### config.mk
export PLATFORM = sky130hd
export DESIGN_NAME = dacci_top
export DESIGN_NICKNAME = d
export VERILOG_FILES = /design/src/dacci_pkg.sv /design/src/dacci_channel.sv /design/src/dacci_top.sv
export VERILOG_INCLUDE_DIRS = /design/src /design/src/src
export SDC_FILE = /design/constraint.sdc
export NUM_CORES = 1
export LEC_CHECK = 0
export BUFFER_PORTS_ARGS = -buffer_cell sky130_fd_sc_hd__buf_4
export CAP_MARGIN = 10
export CORE_ASPECT_RATIO = 0.9
export CORE_MARGIN = 8
export CORE_UTILIZATION = 46
export CTS_BUF_LIST = sky130_fd_sc_hd__clkbuf_16
export DETAILED_ROUTE_END_ITERATION = 12
export PLACE_DENSITY_LB_ADDON = 0.3
export REMOVE_ABC_BUFFERS = 1
export SYNTH_ARGS = -nofsm -noshare
export SYNTH_HDL_FRONTEND = slang
export SYNTH_SLANG_ARGS = --single-unit
export TNS_END_PERCENT = 30
### constraint.sdc
create_clock -name ref_clk -period 2.15 [get_ports ref_clk]
set_clock_uncertainty 0.2 [all_clocks]
set_input_delay 0.3225 -clock ref_clk [delete_from_list [all_inputs] [get_ports ref_clk]]
set_output_delay 0.3225 -clock ref_clk [all_outputs]
set_load 0.03 [all_outputs]
### src/dacci_defines.svh
`ifndef DACCI_DEFINES_SVH
`define DACCI_DEFINES_SVH

// Register map: channel n control at 2n, code at 2n+1 (byte address = index * 4)
`define DACCI_CTRL_IDX(n)      (2 * (n))
`define DACCI_CODE_IDX(n)      (2 * (n) + 1)
`define DACCI_ADDR_W           8
`define DACCI_REG_BYTES        4
`define DACCI_CHANNELS         4
`define DACCI_CTRL_W           8
`define DACCI_CODE_W           12

// Control fields
`define DACCI_BIT_BYPASS       6
`define DACCI_BIT_SRC          5
`define DACCI_BIT_CLR_N        4
`define DACCI_RSV_HI           3
`define DACCI_RSV_LO           2
`define DACCI_RANGE_HI         1
`define DACCI_RANGE_LO         0
`define DACCI_CTRL_MASK        8'h73
`define DACCI_CTRL_RESET       8'h00

// Code register field
`define DACCI_CODE_HI          23
`define DACCI_CODE_LO          12
`define DACCI_CODE_RESET       12'h000

`endif

### src/dacci_pkg.sv
package dacci_pkg;
    typedef enum logic [1:0] {
        DACCI_RANGE_OFF,
        DACCI_RANGE_EXT,
        DACCI_RANGE_INT,
        DACCI_RANGE_SUPPLY
    } dacci_range_t;
endpackage : dacci_pkg

### src/dacci_channel.sv
`timescale 1ns/10ps
`include "dacci_defines.svh"

// One converter channel: control bits, held code and the code applied to the converter
module dacci_channel
(
    // Clock and reset
    input  wire logic                      ref_clk,
    input  wire logic                      nrst,
    // Register writes
    input  wire logic                      ctrl_we,
    input  wire logic                      code_we,
    input  wire logic [31:0]               wdata,
    // Update ticks
    input  wire logic                      timer_tick,
    // State
    output logic [`DACCI_CTRL_W-1:0]       ctrl,
    output logic [`DACCI_CODE_W-1:0]       code,
    output logic [`DACCI_CODE_W-1:0]       applied,
    output logic                           pending
);
    typedef struct packed {
        logic [`DACCI_CTRL_W-1:0] ctrl;
        logic [`DACCI_CODE_W-1:0] code;
        logic [`DACCI_CODE_W-1:0] applied;
        logic                     pending;
    } dacci_ch_state_t;

    dacci_ch_state_t state_reg;
    dacci_ch_state_t state_next;
    logic            tick;

    always_comb
    begin
        state_next = state_reg;
        tick = state_reg.ctrl[`DACCI_BIT_SRC] ? timer_tick : 1'b1;
        if (ctrl_we)
        begin
            state_next.ctrl = wdata[`DACCI_CTRL_W-1:0] & `DACCI_CTRL_MASK;
        end
        if (code_we)
        begin
            state_next.code = wdata[`DACCI_CODE_HI:`DACCI_CODE_LO];
            state_next.pending = 1'b1;
        end
        else if (state_reg.pending && tick)
        begin
            state_next.applied = state_reg.code;
            state_next.pending = 1'b0;
        end
        if (!state_next.ctrl[`DACCI_BIT_CLR_N])
        begin
            state_next.code = `DACCI_CODE_RESET;
            state_next.applied = `DACCI_CODE_RESET;
            state_next.pending = 1'b0;
        end
    end

    always_ff @(posedge ref_clk)
    begin
        if (!nrst)
        begin
            state_reg.ctrl <= `DACCI_CTRL_RESET;
            state_reg.code <= `DACCI_CODE_RESET;
            state_reg.applied <= `DACCI_CODE_RESET;
            state_reg.pending <= 1'b0;
        end
        else
        begin
            state_reg <= state_next;
        end
    end

    assign ctrl = state_reg.ctrl;
    assign code = state_reg.code;
    assign applied = state_reg.applied;
    assign pending = state_reg.pending;
endmodule : dacci_channel

### src/dacci_top.sv
`timescale 1ns/10ps
`include "dacci_defines.svh"

module dacci_top
(
    // Clock and reset
    input  wire logic                                   ref_clk,
    input  wire logic                                   nrst,
    // Register port
    input  wire logic [`DACCI_ADDR_W-1:0]               addr,
    input  wire logic [31:0]                            wdata,
    input  wire logic                                   wr,
    input  wire logic                                   rd,
    output logic [31:0]                                 rdata,
    // Update tick from the first general timer, same clock domain
    input  wire logic                                   first_general_timer,
    // Converter controls
    output logic [`DACCI_CHANNELS*`DACCI_CODE_W-1:0]    conv_code,
    output logic [`DACCI_CHANNELS-1:0]                  buffer_bypass,
    output logic [`DACCI_CHANNELS-1:0]                  chan_powered,
    output logic [`DACCI_CHANNELS-1:0]                  out_drive_en,
    output logic [`DACCI_CHANNELS*2-1:0]                range_sel
);
    typedef struct packed {
        logic [31:0]                                rdata;
        logic [`DACCI_CHANNELS*`DACCI_CODE_W-1:0]   conv_code;
        logic [`DACCI_CHANNELS-1:0]                 bypass;
        logic [`DACCI_CHANNELS-1:0]                 powered;
        logic [`DACCI_CHANNELS*2-1:0]               range;
    } dacci_top_state_t;

    dacci_top_state_t state_reg;
    dacci_top_state_t state_next;

    logic [`DACCI_CTRL_W-1:0] ch_ctrl    [`DACCI_CHANNELS];
    logic [`DACCI_CODE_W-1:0] ch_code    [`DACCI_CHANNELS];
    logic [`DACCI_CODE_W-1:0] ch_applied [`DACCI_CHANNELS];
    logic [`DACCI_CHANNELS-1:0] ch_pending;
    logic [`DACCI_CHANNELS-1:0] ctrl_we;
    logic [`DACCI_CHANNELS-1:0] code_we;

    function automatic logic hit(input logic [`DACCI_ADDR_W-1:0] a, input int idx);
        hit = (a == `DACCI_ADDR_W'(idx * `DACCI_REG_BYTES));
    endfunction : hit

    genvar g;
    generate
        for (g = 0; g < `DACCI_CHANNELS; g++)
        begin : gen_ch
            assign ctrl_we[g] = wr && hit(addr, `DACCI_CTRL_IDX(g));
            assign code_we[g] = wr && hit(addr, `DACCI_CODE_IDX(g));
            dacci_channel u_ch
            (
                .ref_clk    (ref_clk),
                .nrst       (nrst),
                .ctrl_we    (ctrl_we[g]),
                .code_we    (code_we[g]),
                .wdata      (wdata),
                .timer_tick (first_general_timer),
                .ctrl       (ch_ctrl[g]),
                .code       (ch_code[g]),
                .applied    (ch_applied[g]),
                .pending    (ch_pending[g])
            );
        end
    endgenerate

    always_comb
    begin
        state_next = state_reg;
        state_next.rdata = 32'h0000_0000;
        for (int i = 0; i < `DACCI_CHANNELS; i++)
        begin
            // Read data reflect the values stored after any clear
            if (rd && hit(addr, `DACCI_CTRL_IDX(i)))
            begin
                state_next.rdata = {24'h00_0000, ch_ctrl[i]};
            end
            if (rd && hit(addr, `DACCI_CODE_IDX(i)))
            begin
                state_next.rdata = {8'h00, ch_code[i], 12'h000};
            end
            state_next.conv_code[i*`DACCI_CODE_W +: `DACCI_CODE_W] = ch_applied[i];
            state_next.bypass[i] = ch_ctrl[i][`DACCI_BIT_BYPASS];
            state_next.range[i*2 +: 2] = ch_ctrl[i][`DACCI_RANGE_HI:`DACCI_RANGE_LO];
            state_next.powered[i] = ch_ctrl[i][`DACCI_RANGE_HI:`DACCI_RANGE_LO]
                                    != dacci_pkg::DACCI_RANGE_OFF;
        end
    end

    always_ff @(posedge ref_clk)
    begin
        if (!nrst)
        begin
            state_reg <= '0;
        end
        else
        begin
            state_reg <= state_next;
        end
    end

    assign rdata = state_reg.rdata;
    assign conv_code = state_reg.conv_code;
    assign buffer_bypass = state_reg.bypass;
    assign chan_powered = state_reg.powered;
    // Output stage driven only while powered; otherwise high impedance
    assign out_drive_en = state_reg.powered;
    assign range_sel = state_reg.range;

    property p_bypass;
        @(posedge ref_clk) disable iff (!nrst)
        (wr && addr == `DACCI_ADDR_W'(`DACCI_CTRL_IDX(0) * 4))
        |-> ##2 buffer_bypass[0] == $past(wdata[`DACCI_BIT_BYPASS], 2);
    endproperty
    a_bypass: assert property (p_bypass) else $error("bypass not following control");

    property p_off;
        @(posedge ref_clk) disable iff (!nrst)
        (ch_ctrl[0][1:0] == 2'h0) |=> !out_drive_en[0];
    endproperty
    a_off: assert property (p_off) else $error("powered-down channel still drives");

    property p_clear;
        @(posedge ref_clk) disable iff (!nrst)
        !ch_ctrl[1][`DACCI_BIT_CLR_N] |-> ch_code[1] == 12'h000;
    endproperty
    a_clear: assert property (p_clear) else $error("clear did not zero code");

    property p_timer_wait;
        @(posedge ref_clk) disable iff (!nrst)
        (ch_pending[0] && ch_ctrl[0][`DACCI_BIT_SRC] && !first_general_timer && !code_we[0]
         && ch_ctrl[0][`DACCI_BIT_CLR_N] && !ctrl_we[0]) |=> $stable(ch_applied[0]);
    endproperty
    a_timer_wait: assert property (p_timer_wait) else $error("applied without tick");

    property p_core_update;
        @(posedge ref_clk) disable iff (!nrst)
        (code_we[0] && !ch_ctrl[0][`DACCI_BIT_SRC] && ch_ctrl[0][`DACCI_BIT_CLR_N]
         && !ctrl_we[0]) ##1 (!code_we[0] && !ctrl_we[0])
        |=> ch_applied[0] == $past(wdata[`DACCI_CODE_HI:`DACCI_CODE_LO], 2);
    endproperty
    a_core_update: assert property (p_core_update) else $error("core update late");

    property p_code_read;
        @(posedge ref_clk) disable iff (!nrst)
        (rd && addr == `DACCI_ADDR_W'(`DACCI_CODE_IDX(2) * 4))
        |=> rdata[11:0] == 12'h000 && rdata[31:24] == 8'h00;
    endproperty
    a_code_read: assert property (p_code_read) else $error("code read reserved set");

    property p_indep;
        @(posedge ref_clk) disable iff (!nrst)
        ctrl_we[0] |=> $stable(ch_ctrl[1]);
    endproperty
    a_indep: assert property (p_indep) else $error("channel control not independent");

    property p_conv;
        @(posedge ref_clk) disable iff (!nrst)
        1'b1 |=> conv_code[`DACCI_CODE_W-1:0] == $past(ch_applied[0]);
    endproperty
    a_conv: assert property (p_conv) else $error("converter code mismatch");

    property p_rd_idle;
        @(posedge ref_clk) disable iff (!nrst)
        !rd
        |=> rdata == 32'h0000_0000;
    endproperty
    a_rd_idle: assert property (p_rd_idle) else $error("idle read data not zero");

    property p_ctrl_rd;
        @(posedge ref_clk) disable iff (!nrst)
        (rd && hit(addr, `DACCI_CTRL_IDX(1)))
        |=> rdata == {24'h00_0000, $past(ch_ctrl[1])};
    endproperty
    a_ctrl_rd: assert property (p_ctrl_rd) else $error("control read wrong");

    property p_code_rd;
        @(posedge ref_clk) disable iff (!nrst)
        (rd && hit(addr, `DACCI_CODE_IDX(3)))
        |=> rdata[`DACCI_CODE_HI:`DACCI_CODE_LO] == $past(ch_code[3]);
    endproperty
    a_code_rd: assert property (p_code_rd) else $error("code read wrong");

    property p_ctrl_rsv;
        @(posedge ref_clk) disable iff (!nrst)
        (ch_ctrl[2] & ~(`DACCI_CTRL_MASK)) == 8'h00;
    endproperty
    a_ctrl_rsv: assert property (p_ctrl_rsv) else $error("reserved bit stored");

    property p_range_out;
        @(posedge ref_clk) disable iff (!nrst)
        1'b1
        |=> range_sel[3:2] == $past(ch_ctrl[1][`DACCI_RANGE_HI:`DACCI_RANGE_LO]);
    endproperty
    a_range_out: assert property (p_range_out) else $error("range output wrong");

    property p_pwr_out;
        @(posedge ref_clk) disable iff (!nrst)
        1'b1
        |=> chan_powered[2] == ($past(ch_ctrl[2][`DACCI_RANGE_HI:`DACCI_RANGE_LO]) != 2'h0);
    endproperty
    a_pwr_out: assert property (p_pwr_out) else $error("power flag wrong");

    property p_drive_en;
        @(posedge ref_clk) disable iff (!nrst)
        out_drive_en == chan_powered;
    endproperty
    a_drive_en: assert property (p_drive_en) else $error("drive enable wrong");

    property p_byp_out;
        @(posedge ref_clk) disable iff (!nrst)
        1'b1
        |=> buffer_bypass[3] == $past(ch_ctrl[3][`DACCI_BIT_BYPASS]);
    endproperty
    a_byp_out: assert property (p_byp_out) else $error("bypass output wrong");

    property p_clr_conv;
        @(posedge ref_clk) disable iff (!nrst)
        !ch_ctrl[2][`DACCI_BIT_CLR_N]
        |=> conv_code[2*`DACCI_CODE_W +: `DACCI_CODE_W] == `DACCI_CODE_RESET;
    endproperty
    a_clr_conv: assert property (p_clr_conv) else $error("cleared code driven");

    property p_clr_hold;
        @(posedge ref_clk) disable iff (!nrst)
        !ch_ctrl[3][`DACCI_BIT_CLR_N]
        |-> !ch_pending[3] && ch_applied[3] == `DACCI_CODE_RESET;
    endproperty
    a_clr_hold: assert property (p_clr_hold) else $error("clear left state");

    property p_core_pend;
        @(posedge ref_clk) disable iff (!nrst)
        (ch_pending[1] && !ch_ctrl[1][`DACCI_BIT_SRC] && !code_we[1])
        |=> !ch_pending[1];
    endproperty
    a_core_pend: assert property (p_core_pend) else $error("core update pending");

    property p_tmr_apply;
        @(posedge ref_clk) disable iff (!nrst)
        (ch_pending[0] && ch_ctrl[0][`DACCI_BIT_SRC] && first_general_timer && !code_we[0]
         && !ctrl_we[0])
        |=> ch_applied[0] == $past(ch_code[0]);
    endproperty
    a_tmr_apply: assert property (p_tmr_apply) else $error("tick did not apply");

    property p_wr_hold;
        @(posedge ref_clk) disable iff (!nrst)
        (code_we[3] && ch_ctrl[3][`DACCI_BIT_CLR_N])
        |=> ch_pending[3] && $stable(ch_applied[3]);
    endproperty
    a_wr_hold: assert property (p_wr_hold) else $error("write applied early");

    property p_wr_code;
        @(posedge ref_clk) disable iff (!nrst)
        (code_we[2] && ch_ctrl[2][`DACCI_BIT_CLR_N])
        |=> ch_code[2] == $past(wdata[`DACCI_CODE_HI:`DACCI_CODE_LO]);
    endproperty
    a_wr_code: assert property (p_wr_code) else $error("code not stored");

    property p_no_strobe;
        @(posedge ref_clk) disable iff (!nrst)
        !wr |-> (ctrl_we == '0) && (code_we == '0);
    endproperty
    a_no_strobe: assert property (p_no_strobe) else $error("write without strobe");

    property p_one_write;
        @(posedge ref_clk) disable iff (!nrst)
        $onehot0({ctrl_we, code_we});
    endproperty
    a_one_write: assert property (p_one_write) else $error("two registers written");

    property p_indep_cd;
        @(posedge ref_clk) disable iff (!nrst)
        code_we[0]
        |=> $stable(ch_code[1]);
    endproperty
    a_indep_cd: assert property (p_indep_cd) else $error("code not independent");

    property p_ctrl_keep;
        @(posedge ref_clk) disable iff (!nrst)
        !ctrl_we[2]
        |=> $stable(ch_ctrl[2]);
    endproperty
    a_ctrl_keep: assert property (p_ctrl_keep) else $error("control changed alone");

    property p_tmr_idle;
        @(posedge ref_clk) disable iff (!nrst)
        (ch_ctrl[3][`DACCI_BIT_SRC] && !first_general_timer && !code_we[3] && !ctrl_we[3])
        |=> $stable(ch_applied[3]);
    endproperty
    a_tmr_idle: assert property (p_tmr_idle) else $error("applied while idle");

    property p_conv3;
        @(posedge ref_clk) disable iff (!nrst)
        1'b1
        |=> conv_code[3*`DACCI_CODE_W +: `DACCI_CODE_W] == $past(ch_applied[3]);
    endproperty
    a_conv3: assert property (p_conv3) else $error("converter code wrong");

    c_timer: cover property (@(posedge ref_clk) ch_pending[0] && first_general_timer);
    c_clear: cover property (@(posedge ref_clk) ctrl_we[1] && !wdata[`DACCI_BIT_CLR_N]);
    c_read: cover property (@(posedge ref_clk) rd ##1 rdata != 32'h0000_0000);
    c_range_ext: cover property (@(posedge ref_clk) chan_powered[0] && range_sel[1:0] == 2'h1);
    c_bypass: cover property (@(posedge ref_clk) buffer_bypass[0] && out_drive_en[0]);
endmodule : dacci_top

==> results.cfg <==
[outcome]
status = finished clean

[routing]
ant_nets = 0
wire_per_inst_microns = 15.7
via_per_inst = 5.06
via_count = 5838
firstDrtPassIters = 5
drtIter0Drc = 367
drc = 0
wl_mm = 18.2

[global_route]
grt_antenna_before_repair = 0
grt_max_degree = 40
grt_pass1_vias = 5682
track_usage_pct = 17.6
grt_pass1_wl_mm = 29.3
grt.overflow.total = 0

[place]
place_inst = 1100
dp_hpwl_mm = 12.8
port_buffers = 114
routabilityCongestion = 0.842

[layout]
num_antenna_cells = 0
drive_gt1_share_pct = 22.5
synthToLayoutAreaGrowth_pct = 26.8
fin_cells = 1154
nets = 978

[worst_setup_path]
cp_common_cell = nor2b_1
critical_path_arrival_ns = 2.17
path_class = primary input to register
critPathRequiredTime_ns = 2.38
start_kind = primary input
slowest_delay_ns = 0.66
critPathMaxFanout = 12
crit_chain = dlygate4sd3_1, buf_4, nor2b_1, nor2b_1, nand3_1, a21oi_1
end_kind = register
cp_slowest_cell = nor2b_1

[logic_synthesis]
netlist_instances = 784
synth_top_flop_cell = dfxtp_1
async_flop_share_pct = 0
synth.avg_cell_area_sq_um = 9.46
ys_seq_area_share_pct = 54.3
synth_edf_count = 0
syn-cell-area_sq_um = 7410
ys_seq_elements = 201
ys_warn_count = 0
synth_cell_type_count = 45

[min_path]
hold_path_class = primary input to register

[die]
dieArea_sq_um = 20400
rows = 44
start_util_pct = 46.4
core_area_sq_um = 16000
fp.dieW_microns = 150
io_pins = 145
fp.dieH_microns = 136

[sta]
finalSetupViolations = 0
slew_violations = 0
worst_pin_slew_ns = 0.836
maxSlewHeadroom_pct = 44.1
min_period_ns = 1.94
period_share_pct = 90.3
fmax_mhz = 515
rsz0062_at_grt = no
hold_viol = 0

[clock_network]
cts_tree = yes
cts_sinks = 201
root_buffer = clkbuf_16
clk_pin_slew_ns = 0.06
holdBufCountCts = 17
htree_levels = 1
clk_latency_ns = 0.50
post_cts_buffers = 0
post_cts_resized = 0
clock_path_buffers = 3
cts_made_buffers = 21

[power_and_ir_drop]
p_total_mw = 7.22
powerDensity_nw_per_um2 = 768
ir_drop_mv = 0.703
p_leak_nw = 3.73

[job]
drv_cap = 0
registers in the layout, indices dropped and copies added (netlist names):
| signal | cells |
|---|---|
| gen_ch.u_ch.ctrl | 20 |
| rdata | 17 |
| gen_ch.u_ch.applied | 48 |
| chan_powered | 4 |
| range_sel | 8 |
| gen_ch.u_ch.pending | 4 |
| buffer_bypass | 4 |
| gen_ch.u_ch.code | 48 |
| conv_code | 48 |
area by class of cell:
cell class / instances / area [sq um]
Fill cell: 1432 / 6560
Clock inverter: 16 / 80.1
Timing Repair Buffer: 179 / 1440
Inverter: 13 / 48.8
Clock buffer: 21 / 526
Multi-Input combinational cell: 517 / 3030
Sequential cell: 201 / 4020
Tap cell: 207 / 259
per-stage QoR:
stage          hold slack, ns  worst slack [ns]  instance area (sq um)  setup TNS [ns]  utilization (%)
3_5_place_dp            0.236           -0.0861                   8630           -3.47             54.0
3_3_place_gp            0.233           -0.0669                   8630           -2.83             54.0
5_1_grt               0.00540            0.0887                   9400               0             58.9
6_report               0.0161             0.208                   9400               0             58.9
2_1_floorplan           0.223             -1.60                   7080         -117.47                -
4_1_cts               0.00206             0.226                   9400               0             58.9
kinds of logic (layout without fill, tap and decap cells):
kind of cell | count (synthesis) | count (layout) | share of synthesized area [%]
mux | 51 | 51 | 7.27
flops | 201 | 201 | 54.3
buf+inv | 80 | 229 | 5.87
simple gates | 312 | 312 | 21.5
other cells | 1 | 15 | 0.0506
compound gates | 139 | 139 | 11.0
final timing paths:
kind,start,to,slack (ns),cells past startpoint
worst max-delay path,first_general_timer,gen_ch[0].u_ch.applied[2],0.21,6
worst min-delay path,nrst,rdata[20],0.02,2
worst max register to register,gen_ch[0].u_ch.ctrl[5],gen_ch[0].u_ch.applied[2],0.32,4
worst min register to register,gen_ch[0].u_ch.applied[6],conv_code[6],0.25,1
worst max-delay path: cells and delay by family:
kind | cells | cell delay [ns]
simple gates | 3 | 0.96
compound gates | 1 | 0.17
buf+inv | 2 | 0.70
layout by cell type (no fill, tap or decap), drive strengths merged, types with 2 or more instances in the layout:
| master | count |
|---|---|
| a21oi | 83 |
| a221oi | 2 |
| a22oi | 12 |
| and2 | 61 |
| buf | 162 |
| clkbuf | 21 |
| clkinv | 13 |
| conb | 15 |
| dfxtp | 201 |
| dlygate4sd3 | 17 |
| inv | 16 |
| mux2 | 4 |
| mux2i | 46 |
| nand2 | 118 |
| nand2b | 5 |
| nand3 | 30 |
| nand3b | 3 |
| nand4 | 2 |
| nor2 | 38 |
| nor2b | 21 |
| nor3 | 16 |
| nor4b | 4 |
| o211ai | 2 |
| o21a | 7 |
| o21ai | 24 |
| o22a | 3 |
| o311ai | 2 |
| o31a | 4 |
| or2 | 4 |
| or4b | 3 |
layer usage:
layer / track usage, % / share of wire [%]
met1: 23.1 / 46
met2: 28.9 / 46
met3: 3.19 / 6.0
met4: 5.32 / 2.3
met5: 0 / 0
cells in the mapped netlist (5+ instances only):
cell type    n  share of area [%]
a21oi_1     83                5.6
a22oi_1     12                1.2
and2_1      61                5.1
buf_2       12               0.81
buf_4       23                2.3
clkbuf_1    28                1.4
dfxtp_1    201                 54
inv_1       12               0.61
mux2i_1     46                6.2
nand2_1    118                6.0
nand2b_1     5               0.42
nand3_1     28                1.9
nor2_1      38                1.9
nor2b_1     21                1.8
nor3_1      12               0.81
o21a_1       7               0.71
o21ai_0     24                1.6
power breakdown:
group	switching, mW	leakage [nW]	internal [mW]	total, mW
Sequential	0.000469	1.62	3.72	3.72
Combinational	0.153	1.81	0.107	0.260
Clock	1.45	0.305	1.78	3.24
(Power assumes the default switching activity.)
